$ cat src/pmpd_pkg.sv
package pmpd_pkg;

    // ------------------------------------------------------------
    // Widths and geometry
    // ------------------------------------------------------------
    localparam int ADDR_W     = 32;
    localparam int DATA_W     = 256;
    localparam int WORD_LSB   = 5;
    localparam int ERR_ADDR_W = 27;
    localparam int PAR_IDX_W  = 10;
    localparam int PAR_DEPTH  = 1024;
    localparam int REG_ADDR_W = 8;
    localparam int REG_DATA_W = 32;

    // ------------------------------------------------------------
    // Register offsets and fields
    // ------------------------------------------------------------
    localparam logic [REG_ADDR_W-1:0] OFS_STATUS   = 8'h04;
    localparam logic [REG_ADDR_W-1:0] OFS_COMMAND  = 8'h08;
    localparam logic [REG_ADDR_W-1:0] OFS_ERR_ADDR = 8'h0c;

    localparam int BIT_ON       = 0;
    localparam int BIT_OFF      = 2;
    localparam int BIT_HOLD     = 3;
    localparam int BIT_FERR     = 5;
    localparam int BIT_TERR     = 6;
    localparam int BIT_RAM      = 0;
    localparam int ERR_ADDR_LSB = 5;

    // Default event line at the interrupt and exception controller
    localparam logic [6:0] EVENT_NUM_DEFAULT = 7'h71;

    // ------------------------------------------------------------
    // Types
    // ------------------------------------------------------------
    typedef enum logic [1:0] {MODE_OFF, MODE_ON, MODE_HOLD} pmpd_mode_t;

    typedef struct packed {
        logic valid;
        logic parity;
    } pmpd_entry_t;

    typedef struct packed {
        logic              valid;
        logic [ADDR_W-1:0] addr;
        logic [DATA_W-1:0] data;
        logic              full;
        logic              debug;
    } pmpd_wr_t;

    typedef struct packed {
        logic              valid;
        logic [ADDR_W-1:0] addr;
        logic [DATA_W-1:0] data;
        logic              full;
        logic              fetch;
        logic              debug;
        logic              ram;
    } pmpd_rd_t;

    typedef struct packed {
        pmpd_mode_t            mode;
        logic                  ferr;
        logic                  terr;
        logic [ERR_ADDR_W-1:0] err_addr;
        logic                  err_ram;
        logic                  chk_v;
        logic                  chk_fetch;
        logic                  chk_par;
        logic [ERR_ADDR_W-1:0] chk_addr;
        logic                  chk_ram;
        logic                  fetch_err;
        logic                  xfer_err;
        logic [REG_DATA_W-1:0] rdata;
    } pmpd_state_t;

    localparam pmpd_state_t ST_RESET = pmpd_state_t'('0);

    // ------------------------------------------------------------
    // Shared helpers
    // ------------------------------------------------------------
    function automatic logic calc_parity(input logic [DATA_W-1:0] d);
        return ^d;
    endfunction

    function automatic logic [PAR_IDX_W-1:0] word_index(input logic [ADDR_W-1:0] a);
        return a[WORD_LSB +: PAR_IDX_W];
    endfunction

    function automatic logic is_full_word(input logic full, input logic [ADDR_W-1:0] a);
        return full && (a[WORD_LSB-1:0] == '0);
    endfunction

endpackage

$ cat src/pmpd_par_mem.sv
`timescale 1ns/10ps
module pmpd_par_mem
    import pmpd_pkg::*;
(
    // Clock
    input  logic                 clk,
    // Write side
    input  logic                 we,
    input  logic [PAR_IDX_W-1:0] waddr,
    input  pmpd_entry_t          wdata,
    // Read side, data one cycle later
    input  logic [PAR_IDX_W-1:0] raddr,
    output pmpd_entry_t          rdata
);

    pmpd_entry_t mem [PAR_DEPTH];

    // No reset: stale entries are neutralised by valid clearing, not by a sweep
    always_ff @(posedge clk) begin
        if (we) begin
            mem[waddr] <= wdata;
        end
        rdata <= mem[raddr];
    end

endmodule

$ cat src/pmpd_detect.sv
// Decided for this implementation: strobed register access and the register offsets.
`timescale 1ns/10ps
module pmpd_detect
    import pmpd_pkg::*;
(
    // Clock and reset
    input  logic                  CLK,
    input  logic                  RST,
    // Register port
    input  logic [REG_ADDR_W-1:0] REG_ADDR,
    input  logic [REG_DATA_W-1:0] REG_WDATA,
    input  logic                  REG_WR,
    input  logic                  REG_RD,
    output logic [REG_DATA_W-1:0] REG_RDATA,
    // Program memory accesses
    input  pmpd_wr_t              WR,
    input  pmpd_rd_t              RD,
    // Error outputs
    output logic                  FETCH_ERR,
    output logic                  XFER_ERR,
    output logic [6:0]            XFER_EVENT_NUM
);

    // ------------------------------------------------------------
    // Declarations
    // ------------------------------------------------------------
    pmpd_state_t st_r;
    pmpd_state_t st_nxt;
    pmpd_entry_t ent;
    pmpd_entry_t mem_wd;
    logic        mem_we;
    logic        cmd_wr;
    logic        par_err;
    logic [2:0]  mode_bits;

    function automatic logic [1:0] bit_count(input logic [2:0] b);
        return 2'(b[0]) + 2'(b[1]) + 2'(b[2]);
    endfunction

    // ------------------------------------------------------------
    // Parity storage
    // ------------------------------------------------------------
    pmpd_par_mem pmpd_par_mem_i (
        .clk   (CLK),
        .we    (mem_we),
        .waddr (word_index(WR.addr)),
        .wdata (mem_wd),
        .raddr (word_index(RD.addr)),
        .rdata (ent)
    );

    always_comb begin
        mem_we = 1'b0;
        mem_wd = '0;
        if (WR.valid) begin
            unique case (st_r.mode)
                MODE_OFF: begin
                    mem_we = 1'b1;
                end
                // full word stores parity, narrow or debug invalidates
                MODE_ON: begin
                    mem_we = 1'b1;
                    if (is_full_word(WR.full, WR.addr) && !WR.debug) begin
                        mem_wd.valid  = 1'b1;
                        mem_wd.parity = calc_parity(WR.data);
                    end
                end
                MODE_HOLD: begin
                    mem_we = 1'b0;
                end
            endcase
        end
    end

    // ------------------------------------------------------------
    // Control, check pipeline and registers
    // ------------------------------------------------------------
    assign cmd_wr    = REG_WR && (REG_ADDR == OFS_COMMAND);
    assign mode_bits = {REG_WDATA[BIT_HOLD], REG_WDATA[BIT_OFF], REG_WDATA[BIT_ON]};
    assign par_err   = st_r.chk_v && ent.valid && (ent.parity != st_r.chk_par);

    always_comb begin
        st_nxt           = st_r;
        st_nxt.fetch_err = 1'b0;
        st_nxt.xfer_err  = 1'b0;
        st_nxt.rdata     = '0;

        if (cmd_wr) begin
            if (bit_count(mode_bits) > 2'd1) begin
                st_nxt.mode = MODE_OFF;
            end else if (REG_WDATA[BIT_ON]) begin
                st_nxt.mode = MODE_ON;
            end else if (REG_WDATA[BIT_OFF]) begin
                st_nxt.mode = MODE_OFF;
            end else if (REG_WDATA[BIT_HOLD]) begin
                st_nxt.mode = MODE_HOLD;
            end
            if (REG_WDATA[BIT_FERR]) begin
                st_nxt.ferr = 1'b0;
            end
            if (REG_WDATA[BIT_TERR]) begin
                st_nxt.terr = 1'b0;
            end
        end

        // only enabled full non-debug reads enter the check
        st_nxt.chk_v     = RD.valid && is_full_word(RD.full, RD.addr) && !RD.debug
                           && (st_r.mode == MODE_ON);
        st_nxt.chk_fetch = RD.fetch;
        // XOR reduction of the read word
        st_nxt.chk_par   = calc_parity(RD.data);
        st_nxt.chk_addr  = RD.addr[ADDR_W-1:ERR_ADDR_LSB];
        st_nxt.chk_ram   = RD.ram;

        // Error capture after clears, but gated by the old flags, so an error of a kind being cleared is dropped
        if (par_err) begin
            // fetch error overrides a recorded transfer error
            if (st_r.chk_fetch && !st_r.ferr) begin
                st_nxt.ferr     = 1'b1;
                st_nxt.terr     = 1'b0;
                st_nxt.err_addr = st_r.chk_addr;
                // memory type of the failing word
                st_nxt.err_ram  = st_r.chk_ram;
                // immediate exception pulse to the CPU
                st_nxt.fetch_err = 1'b1;
            end else if (!st_r.chk_fetch && !st_r.ferr && !st_r.terr) begin
                st_nxt.terr     = 1'b1;
                st_nxt.err_addr = st_r.chk_addr;
                st_nxt.err_ram  = st_r.chk_ram;
                // event to the interrupt and exception controller
                st_nxt.xfer_err = 1'b1;
            end
        end

        if (REG_RD) begin
            unique case (REG_ADDR)
                // one-hot mode and single error flag
                OFS_STATUS: begin
                    st_nxt.rdata[BIT_ON]   = (st_r.mode == MODE_ON);
                    st_nxt.rdata[BIT_OFF]  = (st_r.mode == MODE_OFF);
                    st_nxt.rdata[BIT_HOLD] = (st_r.mode == MODE_HOLD);
                    st_nxt.rdata[BIT_FERR] = st_r.ferr;
                    st_nxt.rdata[BIT_TERR] = st_r.terr;
                end
                OFS_ERR_ADDR: begin
                    st_nxt.rdata[ADDR_W-1:ERR_ADDR_LSB] = st_r.err_addr;
                    st_nxt.rdata[BIT_RAM]               = st_r.err_ram;
                end
                default: begin
                    st_nxt.rdata = '0;
                end
            endcase
        end
    end

    always_ff @(posedge CLK or posedge RST) begin
        if (RST) begin
            st_r <= ST_RESET;
        end else begin
            st_r <= st_nxt;
        end
    end

    // ------------------------------------------------------------
    // Outputs
    // ------------------------------------------------------------
    // separate CPU and controller error lines
    assign FETCH_ERR      = st_r.fetch_err;
    assign XFER_ERR       = st_r.xfer_err;
    assign XFER_EVENT_NUM = EVENT_NUM_DEFAULT;
    assign REG_RDATA      = st_r.rdata;

    // ------------------------------------------------------------
    // Assertions
    // ------------------------------------------------------------
    a_reset_mode_off: assert property (
        @(posedge CLK) disable iff (RST) $past(RST) |-> st_r.mode == MODE_OFF)
        else $error("mode not disabled after reset");

    a_off_no_check: assert property (
        @(posedge CLK) disable iff (RST)
        (RD.valid && st_r.mode != MODE_ON) |-> ##2 !(FETCH_ERR || XFER_ERR))
        else $error("read checked outside enabled mode");

    a_enable_cmd: assert property (
        @(posedge CLK) disable iff (RST)
        (cmd_wr && mode_bits == 3'h1) |=> st_r.mode == MODE_ON)
        else $error("enable command ignored");

    a_narrow_invalid: assert property (
        @(posedge CLK) disable iff (RST)
        (WR.valid && st_r.mode == MODE_ON && !WR.full) |-> (mem_we && !mem_wd.valid))
        else $error("narrow write left parity valid");

    a_hold_untouched: assert property (
        @(posedge CLK) disable iff (RST)
        (cmd_wr && mode_bits == 3'h4) |=> (st_r.mode == MODE_HOLD) && !mem_we)
        else $error("suspend did not freeze storage");

    a_fetch_latency: assert property (
        @(posedge CLK) disable iff (RST)
        FETCH_ERR |-> $past(RD.valid && RD.fetch, 2) && st_r.ferr)
        else $error("fetch error not two cycles after fetch");

    a_first_only: assert property (
        @(posedge CLK) disable iff (RST)
        XFER_ERR |-> $past(!st_r.ferr && !st_r.terr) && st_r.terr)
        else $error("transfer error signalled while one recorded");

    a_fetch_override: assert property (
        @(posedge CLK) disable iff (RST)
        (par_err && st_r.chk_fetch && st_r.terr) |=> FETCH_ERR && st_r.ferr && !st_r.terr)
        else $error("fetch error did not replace transfer error");

    a_debug_unchecked: assert property (
        @(posedge CLK) disable iff (RST)
        (RD.valid && RD.debug) |-> ##2 !(FETCH_ERR || XFER_ERR))
        else $error("debug read was checked");

    a_status_onehot: assert property (
        @(posedge CLK) disable iff (RST) !(st_r.ferr && st_r.terr))
        else $error("both error flags set");

    a_multi_mode_off: assert property (
        @(posedge CLK) disable iff (RST)
        (cmd_wr && bit_count(mode_bits) > 2'd1) |=> st_r.mode == MODE_OFF)
        else $error("multi mode write not disabled");

    a_off_clears: assert property (
        @(posedge CLK) disable iff (RST)
        (WR.valid && st_r.mode == MODE_OFF) |-> (mem_we && !mem_wd.valid))
        else $error("disabled write left parity valid");

    a_full_store: assert property (
        @(posedge CLK) disable iff (RST)
        (WR.valid && st_r.mode == MODE_ON && !WR.debug && WR.full
         && WR.addr[WORD_LSB-1:0] == '0)
        |-> (mem_we && mem_wd.valid && mem_wd.parity == ^WR.data))
        else $error("full write did not store parity");

    a_error_reported: assert property (
        @(posedge CLK) disable iff (RST)
        par_err |=> (FETCH_ERR || XFER_ERR || $past(st_r.ferr || st_r.terr)))
        else $error("parity mismatch not reported");

    a_hold_no_write: assert property (
        @(posedge CLK) disable iff (RST)
        (WR.valid && st_r.mode == MODE_HOLD) |-> !mem_we)
        else $error("suspended write touched parity");

    a_disable_cmd: assert property (
        @(posedge CLK) disable iff (RST)
        (cmd_wr && mode_bits == 3'h2) |=> st_r.mode == MODE_OFF)
        else $error("disable command ignored");

    a_debug_invalid: assert property (
        @(posedge CLK) disable iff (RST)
        (WR.valid && WR.debug && st_r.mode != MODE_HOLD) |-> (mem_we && !mem_wd.valid))
        else $error("debug write left parity valid");

    a_err_ram_type: assert property (
        @(posedge CLK) disable iff (RST)
        (FETCH_ERR || XFER_ERR) |-> st_r.err_ram == $past(RD.ram, 2))
        else $error("memory type of error not captured");

    a_err_addr_word: assert property (
        @(posedge CLK) disable iff (RST)
        (FETCH_ERR || XFER_ERR) |-> st_r.err_addr == $past(RD.addr[ADDR_W-1:ERR_ADDR_LSB], 2))
        else $error("error word address not captured");

    a_valid_mismatch: assert property (
        @(posedge CLK) disable iff (RST)
        (FETCH_ERR || XFER_ERR)
        |-> ($past(ent.valid) && $past(ent.parity) != $past(^RD.data, 2)))
        else $error("error without valid mismatching parity");

endmodule

$ cat config.mk
export PLATFORM = sky130hd
export DESIGN_NAME = pmpd_detect
export DESIGN_NICKNAME = d
export VERILOG_FILES = /design/src/pmpd_pkg.sv /design/src/pmpd_par_mem.sv /design/src/pmpd_detect.sv
export SDC_FILE = /design/constraint.sdc
export NUM_CORES = 2
export LEC_CHECK = 0
export BUFFER_PORTS_ARGS = -buffer_cell sky130_fd_sc_hd__clkbuf_2
export CAP_MARGIN = 25
export CORE_AREA = 2 2 412 414
export DETAILED_ROUTE_END_ITERATION = 16
export DIE_AREA = 0 0 414 416
export PLACE_DENSITY = 0.73
export SYNTH_ARGS = -nofsm -noshare
export SYNTH_HDL_FRONTEND = slang
export SYNTH_SLANG_ARGS = --single-unit
$ cat constraint.sdc
create_clock -name CLK -period 76.8 [get_ports CLK]
set_clock_uncertainty 0.05 [all_clocks]
set_input_delay 7.68 -clock CLK [delete_from_list [all_inputs] [get_ports CLK]]
set_output_delay 7.68 -clock CLK [all_outputs]
set_load 0.01 [all_outputs]
==> qor.yml <==
clock_network:
  cts_setup_buffers: 0
  hold_buffers: 0
  cts-htree-levels: 4
  cts-root-buf: "clkbuf_16"
  numCtsBuffers: 207
  cts.clk_slew.worst_paths_ps: 60
  cts_buffer_depth: 3
  cts_resized: 0
  cts.sinks: 2145
  tritoncts: "built"
  clk_latency_ps: 850
placement:
  dpl_cell_area_um2: 97100
  dpl.cell_count: 8134
  dp_hpwl_mm: 132
  io_buffer_count: 615
  place_ws_ps: 63890
  gp_congestion: 0.834
grt:
  grt_max_degree: 256
  antenna_found_initial: 9
  grt_pass1_vias: 53500
  grt_overflow: 0
  grt_usage_pct: 26.4
  grt_pass1_wl_mm: 335
finish:
  fin_area_um2: 104000
  fin_cells: 8528
  layout-drive-gt1-share_pct: 23.4
  fill_cells: 11900
  area_delta_synth_final_pct: 13.1
  seqCellArea_um2: 63900
  multi_input_area_um2: 25700
  final_core_util_pct: 61.7
  final_nets: 6761
worst_setup_path:
  worstSetupEndpointType: "register"
  critPathMaxFanout: 62
  crit_arrival_ps: 12830
  cp_data_required_time_ps: 77400
  startpoint_type: "primary input"
  critPathKind: "in2reg"
route:
  ant_nets: 0
  dr_total_vias: 52300
  wl_mm: 230
  drt_iter0_drc: 5997
  first_pass_iters: 5
  drc: 0
  vias_per_cell: 6.14
  wl_per_cell_um: 26.9
die:
  die_h_um: 416
  fp.dieArea_um2: 172000
  die_x_um: 414
  core_area_um2: 168000
  rows: 151
  start_util_pct: 54.6
  ios: 669
timing:
  setup_violations: 0
  layout_min_cycle_time_ps: 12240
  finalMaxSlewViolations: 0
  hold_viol: 0
  tightestPinTransition_ps: 1150
  slew_headroom_pct: 23.1
  period_share_pct: 15.9
  setup_tns_ps: 0
  setup_ws_ps: 64560
  rsz0062_at_grt: "no"
  timing.fmax_mhz: 81.7
pwr:
  p_per_area_nw_per_um2: 23.7
  p_leak_nw: 38.8
  ir_drop_mv: 0.0239
yosys:
  ys_seq_elements: 2145
  avgSynthCellArea_um2: 16.3
  synthFlopType: "edfxtp_1"
  synth.distinct_cells: 58
  synthCells: 5632
  synth_edf_count: 2048
  synthArstFlopShare_pct: 4.43
  synth-seq-area-share_pct: 69.7
  ys_warn_count: 0
  synth_area_um2: 91700
run:
  maxCapViolCount: 0
min_path:
  min_path_type: "reg2reg"
status:
  status: "finished clean"
## through the flow
step,power [mW],hold WS [ps]
2_1_floorplan,1.44,374
3_3_place_gp,1.51,390
3_5_place_dp,1.51,396
4_1_cts,2.47,405
5_1_grt,2.53,439
6_report,2.46,413
## flip-flops by register name (all words and copies together) (netlist names)
register,cells
pmpd_par_mem_i.mem,2048
st_r,63
REG_RDATA,30
pmpd_par_mem_i.rdata,2
FETCH_ERR,1
XFER_ERR,1
## synthesized netlist by cell type, drive strengths merged (3+ instances only)
cell type | n | area [um2]
edfxtp | 2048 | 61500
nor2 | 1059 | 3980
xnor2 | 448 | 3920
mux4 | 380 | 8560
mux2i | 362 | 3620
clkbuf | 239 | 902
buf | 215 | 1570
o221ai | 176 | 1540
a21oi | 102 | 510
dfrtp | 95 | 2380
o22ai | 90 | 563
nor3 | 80 | 400
nand2 | 73 | 274
xor2 | 63 | 552
nand3 | 36 | 180
and2 | 29 | 181
mux2 | 28 | 315
or3 | 15 | 93.8
inv | 8 | 30.0
nand2b | 8 | 50.1
nor2b | 8 | 50.1
nor3b | 6 | 45.0
o21ai | 5 | 25.0
o31ai | 5 | 37.5
and3 | 4 | 25.0
and3b | 4 | 35.0
nor4 | 4 | 25.0
or4 | 4 | 30.0
a211oi | 3 | 22.5
nand3b | 3 | 22.5
nand4 | 3 | 18.8
## worst max-delay path: stages
cell	delay (ps)
buf_2	80
buf_4	500
nand2_4	620
buf_4	630
buf_4	510
o221ai_1	400
a21oi_1	120
nor3_1	710
or4_1	370
a222oi_1	140
a22o_1	290
a311oi_1	660
## logic make-up after synthesis
logic type	count (synthesis)	share of synthesized area [%]
adder cells (fa/ha/maj)	1	0.0136
XOR/XNOR	511	4.88
AO/OA/AOI/OAI	397	3.10
buffers and inverters	462	2.73
multiplexers	770	13.6
other	2	0.00819
AND/OR/NAND/NOR	1344	5.97
flip-flops	2145	69.7
## area by class of cell
cell class	count	area share [%]
sequential	2145	61.6
multi-input combinational	3032	24.8
clock buffer	281	5.47
timing repair buffer	738	4.62
tap	2218	2.68
clock inverter	100	0.790
inverter	8	0.0386
antenna	6	0.0145
## cell usage in the layout, fill, tap and decap left out, drive strengths merged, types with 63 or more instances in the layout
cell    instances
clkinv         77
xor2           63
clkbuf        892
dfrtp          95
edfxtp       2048
a21oi         102
o22ai          90
buf           127
xnor2         448
mux4          380
nand2          73
o221ai        176
mux2i         362
nor2         1059
nor3           80
## power by group
group | internal, mW | total [mW] | switching (mW)
sequential | 1.26 | 1.26 | 0.000538
combinational | 0.100 | 0.219 | 0.119
clock | 0.550 | 0.975 | 0.424
## final timing paths
path | from | end | slack, ps | cells after the start
worst min register to register | st_r[63] | XFER_ERR | 410 | 1
min in group asynchronous | RST | REG_RDATA[30] | 6670 | 2
worst min-delay path | st_r[63] | XFER_ERR | 410 | 1
max in group asynchronous | RST | st_r[65] | 69180 | 4
worst max-delay path | RD[267] | pmpd_par_mem_i.rdata[0] | 64560 | 12
worst max register to register | st_r[96] | pmpd_par_mem_i.mem[353][0] | 72130 | 7
## routing by layer
layer | track usage, % | wire, um | up-vias
met5 | 0 | 13 | -
met4 | 10.7 | 9070 | 2
met1 | 33.3 | 83700 | 26800
met2 | 45.9 | 118000 | 2568
met3 | 4.17 | 18500 | 463
li1 | - | - | 22500
No activity file was read; power rests on OpenSTA's default activity.
